**src/verilog/port_two_pkg.sv**
```systemverilog
package port_two_pkg;
  localparam int PIN_COUNT = 3;
  localparam logic [15:0] DATA_LATCH_ADDR = 16'hFFD5;
  localparam logic [15:0] DIRECTION_ADDR = 16'hFFE5;
  localparam logic [15:0] PORT_MODE_SEVEN_ADDR = 16'hFFFF;
  localparam logic [15:0] SERIAL_CTRL_ADDR = 16'hFF00;
  // the offsets above are word indexes; the bus carries byte addresses, four times the index
  localparam logic [17:0] DATA_LATCH_BYTE = {DATA_LATCH_ADDR, 2'h0};
  localparam logic [17:0] DIRECTION_BYTE = {DIRECTION_ADDR, 2'h0};
  localparam logic [17:0] PORT_MODE_SEVEN_BYTE = {PORT_MODE_SEVEN_ADDR, 2'h0};
  localparam logic [17:0] SERIAL_CTRL_BYTE = {SERIAL_CTRL_ADDR, 2'h0};
  localparam logic [2:0] DATA_LATCH_RESET = 3'h0;
  localparam logic [2:0] DIRECTION_RESET = 3'h0;
  localparam logic [7:0] DIRECTION_READ_VALUE = 8'hFF;
  localparam logic [4:0] MODE_SEVEN_RSVD_ONES = 5'h1F;
  localparam int MODE_SEVEN_TX_BIT = 2;
  localparam int CTRL_RX_ON_BIT = 0;
  localparam int CTRL_CLK_LO_BIT = 1;
  localparam int CTRL_CLK_HI_BIT = 2;
  localparam int CTRL_SYNC_BIT = 3;
  localparam int PIN_TX = 2;
  localparam int PIN_RX = 1;
  localparam int PIN_CLK = 0;
  localparam logic [1:0] RESP_OKAY = 2'h0;
  localparam logic [1:0] RESP_SLVERR = 2'h2;
  typedef enum logic [1:0] {PM_ACTIVE, PM_HOLD, PM_FLOAT} power_mode_e;
endpackage

```
**src/verilog/pin_sync_bus.sv**
```systemverilog
`timescale 1ns/1ns
`default_nettype none
interface pin_sync_bus;
  logic [2:0] raw;
  logic [2:0] level;
  modport sync (input raw, output level);
  modport user (output raw, input level);
endinterface
`default_nettype wire

```
**src/verilog/port_two.sv**
```systemverilog
// Added by the designer: the AXI4-Lite slave port.
`timescale 1ns/1ns
`default_nettype none
module port_two
  import port_two_pkg::*;
(
  // clock and reset
  input wire logic aclk,
  input wire logic aresetn,
  // axi4-lite write address and data
  input wire logic [17:0] s_axi_awaddr,
  input wire logic s_axi_awvalid,
  output logic s_axi_awready,
  input wire logic [31:0] s_axi_wdata,
  input wire logic [3:0] s_axi_wstrb,
  input wire logic s_axi_wvalid,
  output logic s_axi_wready,
  // axi4-lite write response
  output logic [1:0] s_axi_bresp,
  output logic s_axi_bvalid,
  input wire logic s_axi_bready,
  // axi4-lite read
  input wire logic [17:0] s_axi_araddr,
  input wire logic s_axi_arvalid,
  output logic s_axi_arready,
  output logic [31:0] s_axi_rdata,
  output logic [1:0] s_axi_rresp,
  output logic s_axi_rvalid,
  input wire logic s_axi_rready,
  // power mode from the system controller
  input wire power_mode_e power_mode,
  // serial interface side
  input wire logic ser_tx_data,
  output logic ser_rx_data,
  input wire logic ser_clk_out,
  output logic ser_clk_in,
  // pins
  input wire logic [2:0] pin_in,
  output logic [2:0] pin_out,
  output logic [2:0] pin_oe
);
  typedef struct packed {
    logic aw_held;
    logic [17:0] aw_addr;
    logic w_held;
    logic [7:0] w_data;
    logic w_lane0;
    logic bvalid;
    logic [1:0] bresp;
    logic rvalid;
    logic [31:0] rdata;
    logic [1:0] rresp;
    logic [2:0] data_latch;
    logic [2:0] direction;
    logic tx_select;
    logic [3:0] serial_ctrl;
    logic [2:0] pin_out;
    logic [2:0] pin_oe;
    logic rx_data;
    logic clk_in;
  } port_s;
  port_s st_r, st_nxt;

  pin_sync_bus sbus();
  logic [2:0] pin_level;

  assign sbus.raw = pin_in;
  assign pin_level = sbus.level;

  pin_sync u_sync (
    .aclk(aclk),
    .aresetn(aresetn),
    .bus(sbus.sync)
  );

  // decoded register targets; only word-aligned addresses hit a register
  typedef enum logic [2:0] {
    SEL_DATA,
    SEL_DIR,
    SEL_MODE,
    SEL_CTRL,
    SEL_NONE
  } reg_sel_e;

  // the bus compares word indexes, so the two low address bits must be zero
  function automatic reg_sel_e decode_addr(input logic [17:0] a);
    reg_sel_e sel;
    sel = SEL_NONE;
    if (a[1:0] == 2'h0) begin
      case (a[17:2])
        DATA_LATCH_ADDR: begin
          sel = SEL_DATA;
        end
        DIRECTION_ADDR: begin
          sel = SEL_DIR;
        end
        PORT_MODE_SEVEN_ADDR: begin
          sel = SEL_MODE;
        end
        SERIAL_CTRL_ADDR: begin
          sel = SEL_CTRL;
        end
        default: begin
          sel = SEL_NONE;
        end
      endcase
    end
    return sel;
  endfunction

  // unmapped addresses answer with an error and change nothing
  function automatic logic [1:0] resp_for(input reg_sel_e sel);
    logic [1:0] resp;
    resp = RESP_OKAY;
    if (sel == SEL_NONE) begin
      resp = RESP_SLVERR;
    end
    return resp;
  endfunction

  // pin 0 becomes a clock output only while the external clock source is off
  function automatic logic clk_out_claim(input logic [3:0] ctrl);
    logic hi_off;
    logic lo_or_sync;
    hi_off = !ctrl[CTRL_CLK_HI_BIT];
    lo_or_sync = ctrl[CTRL_CLK_LO_BIT] || ctrl[CTRL_SYNC_BIT];
    return hi_off && lo_or_sync;
  endfunction

  function automatic logic clk_in_claim(input logic [3:0] ctrl);
    return ctrl[CTRL_CLK_HI_BIT];
  endfunction

  function automatic logic rx_claim(input logic [3:0] ctrl);
    return ctrl[CTRL_RX_ON_BIT];
  endfunction

  // output enables: direction first, then each serial claim overrides its own pin
  function automatic logic [2:0] drive_enable(
    input logic [2:0] dir,
    input logic tx_sel,
    input logic [3:0] ctrl
  );
    logic [2:0] en;
    en = dir;
    if (tx_sel) begin
      en[PIN_TX] = 1'b1;
    end
    if (rx_claim(ctrl)) begin
      en[PIN_RX] = 1'b0;
    end
    if (clk_in_claim(ctrl)) begin
      en[PIN_CLK] = 1'b0;
    end else if (clk_out_claim(ctrl)) begin
      en[PIN_CLK] = 1'b1;
    end
    return en;
  endfunction

  // output levels: latch first, then the serial outputs take their pins
  function automatic logic [2:0] drive_value(
    input logic [2:0] latch,
    input logic tx_sel,
    input logic [3:0] ctrl,
    input logic tx_data,
    input logic clk_out
  );
    logic [2:0] val;
    val = latch;
    if (tx_sel) begin
      val[PIN_TX] = tx_data;
    end
    if (clk_out_claim(ctrl)) begin
      val[PIN_CLK] = clk_out;
    end
    return val;
  endfunction

  // output pins read back their latch, input pins the filtered pin level
  function automatic logic [2:0] port_read(
    input logic [2:0] dir,
    input logic [2:0] latch,
    input logic [2:0] level
  );
    logic [2:0] val;
    val = level;
    for (int i = 0; i < PIN_COUNT; i++) begin
      if (dir[i]) begin
        val[i] = latch[i];
      end else begin
        val[i] = level[i];
      end
    end
    return val;
  endfunction

  // every register is one byte in the low lane; the rest of the word reads zero
  function automatic logic [31:0] read_word(
    input reg_sel_e sel,
    input logic [2:0] port_val,
    input logic tx_sel,
    input logic [3:0] ctrl
  );
    logic [31:0] word;
    word = 32'h0;
    unique case (sel)
      SEL_DATA: begin
        word = {29'h0, port_val};
      end
      SEL_DIR: begin
        word = {24'h0, DIRECTION_READ_VALUE};
      end
      SEL_MODE: begin
        word = {24'h0, MODE_SEVEN_RSVD_ONES, tx_sel, 2'h0};
      end
      SEL_CTRL: begin
        word = {28'h0, ctrl};
      end
      SEL_NONE: begin
        word = 32'h0;
      end
    endcase
    return word;
  endfunction

  reg_sel_e wr_sel, rd_sel;
  logic [2:0] drive_val, drive_en, gp_read;
  logic wr_go, rd_go;

  always_comb begin
    st_nxt = st_r;
    wr_sel = decode_addr(st_r.aw_addr);
    rd_sel = decode_addr(s_axi_araddr);
    drive_en = drive_enable(st_r.direction, st_r.tx_select, st_r.serial_ctrl);
    drive_val = drive_value(st_r.data_latch, st_r.tx_select, st_r.serial_ctrl, ser_tx_data, ser_clk_out);
    // pins freeze in PM_HOLD and float in PM_FLOAT; reset clears the registers, so they float then too
    unique case (power_mode)
      PM_ACTIVE: begin
        st_nxt.pin_out = drive_val;
        st_nxt.pin_oe = drive_en;
      end
      PM_HOLD: begin
      end
      PM_FLOAT: begin
        st_nxt.pin_out = 3'h0;
        st_nxt.pin_oe = 3'h0;
      end
    endcase
    // the serial block always sees the filtered levels and decides itself whether to use them
    st_nxt.rx_data = pin_level[PIN_RX];
    st_nxt.clk_in = pin_level[PIN_CLK];
    gp_read = port_read(st_r.direction, st_r.data_latch, pin_level);

    // write channel: address and data accepted in either order
    if (s_axi_awvalid && !st_r.aw_held) begin
      st_nxt.aw_held = 1'b1;
      st_nxt.aw_addr = s_axi_awaddr;
    end
    if (s_axi_wvalid && !st_r.w_held) begin
      st_nxt.w_held = 1'b1;
      st_nxt.w_data = s_axi_wdata[7:0];
      st_nxt.w_lane0 = s_axi_wstrb[0];
    end
    wr_go = st_r.aw_held && st_r.w_held && !st_r.bvalid;
    if (wr_go) begin
      st_nxt.aw_held = 1'b0;
      st_nxt.w_held = 1'b0;
      st_nxt.bvalid = 1'b1;
      st_nxt.bresp = resp_for(wr_sel);
      // a write with lane 0 off is answered but changes nothing
      if (st_r.w_lane0) begin
        unique case (wr_sel)
          SEL_DATA: begin
            st_nxt.data_latch = st_r.w_data[2:0];
          end
          SEL_DIR: begin
            st_nxt.direction = st_r.w_data[2:0];
          end
          SEL_MODE: begin
            st_nxt.tx_select = st_r.w_data[MODE_SEVEN_TX_BIT];
          end
          SEL_CTRL: begin
            st_nxt.serial_ctrl = st_r.w_data[3:0];
          end
          SEL_NONE: begin
          end
        endcase
      end
    end
    if (st_r.bvalid && s_axi_bready) begin
      st_nxt.bvalid = 1'b0;
    end

    rd_go = s_axi_arvalid && !st_r.rvalid;
    if (rd_go) begin
      st_nxt.rvalid = 1'b1;
      st_nxt.rresp = resp_for(rd_sel);
      st_nxt.rdata = read_word(rd_sel, gp_read, st_r.tx_select, st_r.serial_ctrl);
    end else if (st_r.rvalid && s_axi_rready) begin
      st_nxt.rvalid = 1'b0;
    end
  end

  always_ff @(posedge aclk) begin
    if (!aresetn) begin
      st_r <= '0;
      st_r.data_latch <= DATA_LATCH_RESET;
      st_r.direction <= DIRECTION_RESET;
    end else begin
      st_r <= st_nxt;
    end
  end

  assign s_axi_awready = !st_r.aw_held;
  assign s_axi_wready = !st_r.w_held;
  assign s_axi_bvalid = st_r.bvalid;
  assign s_axi_bresp = st_r.bresp;
  assign s_axi_arready = !st_r.rvalid;
  assign s_axi_rvalid = st_r.rvalid;
  assign s_axi_rdata = st_r.rdata;
  assign s_axi_rresp = st_r.rresp;
  assign pin_out = st_r.pin_out;
  assign pin_oe = st_r.pin_oe;
  assign ser_rx_data = st_r.rx_data;
  assign ser_clk_in = st_r.clk_in;
endmodule
`default_nettype wire

```
**src/verilog/pin_sync.sv**
```systemverilog
`timescale 1ns/1ns
`default_nettype none
module pin_sync
  import port_two_pkg::*;
(
  // clock and reset
  input wire logic aclk,
  input wire logic aresetn,
  // pins in, filtered level out
  pin_sync_bus.sync bus
);
  typedef struct packed {
    logic [2:0] s1;
    logic [2:0] s2;
    logic [2:0] s3;
    logic [2:0] level;
  } sync_s;
  sync_s st_r, st_nxt;

  // a change counts only once stages two and three agree
  always_comb begin
    st_nxt = st_r;
    st_nxt.s1 = bus.raw;
    st_nxt.s2 = st_r.s1;
    st_nxt.s3 = st_r.s2;
    for (int i = 0; i < PIN_COUNT; i++) begin
      if (st_r.s2[i] == st_r.s3[i]) begin
        st_nxt.level[i] = st_r.s3[i];
      end
    end
  end

  always_ff @(posedge aclk) begin
    if (!aresetn) begin
      st_r <= '0;
    end else begin
      st_r <= st_nxt;
    end
  end

  assign bus.level = st_r.level;
endmodule
`default_nettype wire

```
**config.mk**
```make
export PLATFORM = sky130hd
export DESIGN_NAME = port_two
export DESIGN_NICKNAME = d
export VERILOG_FILES = /design/src/verilog/port_two_pkg.sv /design/src/verilog/pin_sync_bus.sv /design/src/verilog/port_two.sv /design/src/verilog/pin_sync.sv
export SDC_FILE = /design/constraint.sdc
export NUM_CORES = 1
export LEC_CHECK = 0
export BUFFER_PORTS_ARGS = -buffer_cell sky130_fd_sc_hd__clkbuf_2
export CAP_MARGIN = 20
export CORE_MARGIN = 5
export CORE_UTILIZATION = 25
export CTS_CLUSTER_SIZE = 8
export DETAILED_ROUTE_END_ITERATION = 8
export PLACE_DENSITY = 0.55
export SLEW_MARGIN = 10
export SYNTH_ARGS = -nofsm -noshare
export SYNTH_HDL_FRONTEND = slang
export SYNTH_HIERARCHICAL = 1
export SYNTH_SLANG_ARGS = --single-unit
```
**constraint.sdc**
```tcl
create_clock -name aclk -period 3.9 [get_ports aclk]
set_input_delay 0.78 -clock aclk [delete_from_list [all_inputs] [get_ports aclk]]
set_output_delay 0.78 -clock aclk [all_outputs]
set_load 0.005 [all_outputs]
```
==> run_results.csv <==
group,metric,value,unit
outcome,outcome,"completed",
die,die_h,120,µm
global_routing,antenna_found_initial,0,
critical_path,startpoint,"s_axi_araddr[3]",
critical_path,cp_max_fo,3,
die,die_width,120,µm
sta,maxSlewViolCount,0,
sta,tightest_slew,0.651,ns
clock_tree,htree_num_levels,3,
final_layout,area_delta_synth_final,20.5,%
synth,ys_ff_latch,65,
hold_path,min_path_cells,1,
clock_tree,clk_path_buf_depth,2,
global_routing,grt_pass1_wl,11.8,mm
placed_design,placed_area,3290,µm²
die,core,11900,µm²
sta,grt_setup_unrepaired,"false",
route,vias,2452,
synth,synth_cells,352,
clock_tree,clockRootBuffer,"clkbuf_16",
final_layout,fin_area,3630,µm²
route,ant_nets,0,
route,drt_iter0_markers,118,
global_routing,track_usage,10.2,%
sta,fin_skew,0.00389,ns
critical_path,path_class,"in -> reg",
clock_tree,insertion_delay,0.33,ns
hold_path,min_from,"u_sync/st_nxt[6]",
synth,synth-edff-count,0,
job,maxCapViolCount,0,
synth,yosysTopAreaCellShare,43.2,%
final_layout,diodes,0,
critical_path,end_kind,"flip-flop",
synth,netlist_top_cells_area,"dfxtp_1 43%, buf_4 11%, a21oi_1 6.0%",
critical_path,start_kind,"primary input",
sta,slew_headroom,56.5,%
clock_tree,post_cts_buffers,0,
synth,async_flop_share,0,%
hold_path,holdPathEnd,"u_sync/st_nxt[3]",
route,wirelength,6.96,mm
placed_design,routabilityCongestion,0.805,
synth,yosysUniqueCellTypes,50,
sta,finalCriticalPeriod,1.94,ns
sta,finalSetupTns,0,ns
placed_design,dp_hpwl,5.45,mm
clock_tree,cts_resized,0,
critical_path,required,4.11,ns
die,num_rows,40,
synth,synthesis.area,3010,µm²
clock_tree,clk_pin_slew,0.05,ns
hold_path,hold_class,"reg -> reg",
sta,hold_viol,0,
placed_design,io_buffers,77,
final_layout,layout-drive-gt1-share,26.3,%
global_routing,grt_max_degree,43,
route,drcViolationCount,0,
clock_tree,cts_hold_buf,0,
critical_path,rrSetupSlack,2.08,ns
die,initial_core_util,25.3,%
clock_tree,cts_made_buffers,9,
synth,seq_area_frac_synth,43.2,%
synth,synth_largest_area_cell,"dfxtp_1",
sta,post-route-period-util,49.6,%
pwr,vdd_drop_max,0.155,mV
final_layout,nets,496,
route,wl_per_cell,12.4,µm
die,die_area,14300,µm²
synth,syn_area_per_cell,8.55,µm²
critical_path,worstPathArrival,2.15,ns
route,detail_route.first_pass.iterations,4,
global_routing,grt_pass1_vias,2467,
global_routing,overflow,0,
critical_path,r2r_end,"st_r[16]",
clock_tree,clock_sinks,65,
pwr,pwr_density_cell,471,nW/µm²
pwr,p_leak,0.00156,µW
die,pin_count,135,
critical_path,r2r_start,"s_axi_bvalid",
final_layout,fill_cells,1296,
synth,yosys_warnings,6,
sta,fmax,0.517,GHz
clock_tree,cts_tree,"yes",
critical_path,reg2reg_depth,5,
synth,yosys_most_used_dff,"dfxtp_1",
route,viasPerCell,4.36,
sta,setup_violations,0,
==> power by group <==
group / switching, µW / total (µW) / internal [µW]
sequential: 17.7 / 707 / 689
clock: 288 / 865 / 577
combinational: 78.7 / 135 / 56.7
total: 385 / 1710 / 1320
==> layout by cell type, fill, tap and decap left out, types with 3 or more instances in the layout <==
| cell type | n |
|---|---|
| and3_1 | 4 |
| clkinvlp_4 | 3 |
| conb_1 | 26 |
| nand4_1 | 5 |
| inv_1 | 5 |
| nor2_1 | 27 |
| o21ai_0 | 10 |
| nor3_1 | 4 |
| nand2_1 | 47 |
| o31ai_1 | 3 |
| mux2i_1 | 13 |
| nor2b_1 | 7 |
| clkbuf_2 | 77 |
| a211oi_1 | 3 |
| nor4_1 | 5 |
| or3_1 | 3 |
| dfxtp_1 | 65 |
| and2_2 | 6 |
| a21oi_1 | 36 |
| nand3b_1 | 3 |
| clkbuf_16 | 9 |
| nand3_1 | 10 |
| and2_1 | 6 |
==> worst max path at each step <==
stage                                 to  cells after the start  slack [ns]
after CTS                 s_axi_rdata[0]                      6        1.98
after global routing            st_r[16]                      5        1.74
after detailed placement  s_axi_rdata[0]                      6        1.64
after floorplan           s_axi_rdata[1]                      5        1.89
final                     s_axi_rdata[0]                      6        1.96
after global placement    s_axi_rdata[0]                      6        1.66
==> cell families after synthesis <==
group	after synthesis	share of synthesized area [%]
DFF	65	43.2
AOI/OAI and AO/OA	70	14.1
buffers and inverters	63	13.8
xor gates and xnor gates	1	0.291
muxes	14	4.70
and+or+nand+nor	138	23.8
other	1	0.125
==> registers in the layout, summed over array words and instances (netlist names) <==
register,flops
st_r,35
u_sync/st_nxt,6
s_axi_rdata,5
pin_oe,3
pin_out,3
u_sync/bus.level,3
u_sync/st_r,3
drive_val,1
s_axi_bresp,1
s_axi_bvalid,1
s_axi_rresp,1
s_axi_rvalid,1
ser_clk_in,1
ser_rx_data,1
==> critical path, stage by stage <==
cell      delay, ns
clkbuf_2       0.09
or2_1          0.27
nor4_1         0.41
nand3b_1       0.21
a211oi_1       0.29
o31ai_1        0.10
==> stage by stage <==
stage | power, µW | setup slack, ns | util, % | hold slack (ns) | std cells
2_1_floorplan | 823 | 1.89 | - | 0.406 | 377
4_1_cts | 1730 | 1.98 | 30.4 | 0.431 | 561
5_1_grt | 1790 | 1.74 | 30.5 | 0.465 | 562
3_5_place_dp | 857 | 1.64 | 27.6 | 0.419 | 545
6_report | 1710 | 1.96 | 30.5 | 0.427 | 562
3_3_place_gp | 852 | 1.66 | 27.6 | 0.408 | 545
==> layer usage <==
metal | share of wire (%) | track usage [%] | wire length [µm] | up-vias
met4 | 1.6 | 4.08 | 112 | 0
met2 | 46 | 16.0 | 3210 | 77
li1 | - | - | - | 1263
met5 | 0 | 0 | 0 | -
met3 | 7.7 | 4.29 | 535 | 9
met1 | 45 | 12.2 | 3100 | 1103
==> cells in the mapped netlist, drive strengths merged (4+ instances only) <==
library cell,instances
inv,5
nor4,6
nand3,10
clkbuf,10
nor2,27
mux2i,13
a21oi,36
dfxtp,65
and3,4
nand2,47
nor2b,7
o21ai,12
nand4,5
nor3,5
and2,12
buf,47
==> final cells by class <==
class	instances	area, µm²	share of cell area (%)
tap	147	184	5.07
timing repair buffer	79	400	11.0
inverter	6	22.5	0.621
clock inverter	6	91.3	2.52
clock buffer	10	239	6.59
multi-input combinational	249	1390	38.3
sequential	65	1300	35.9
(Power assumes the default switching activity.)
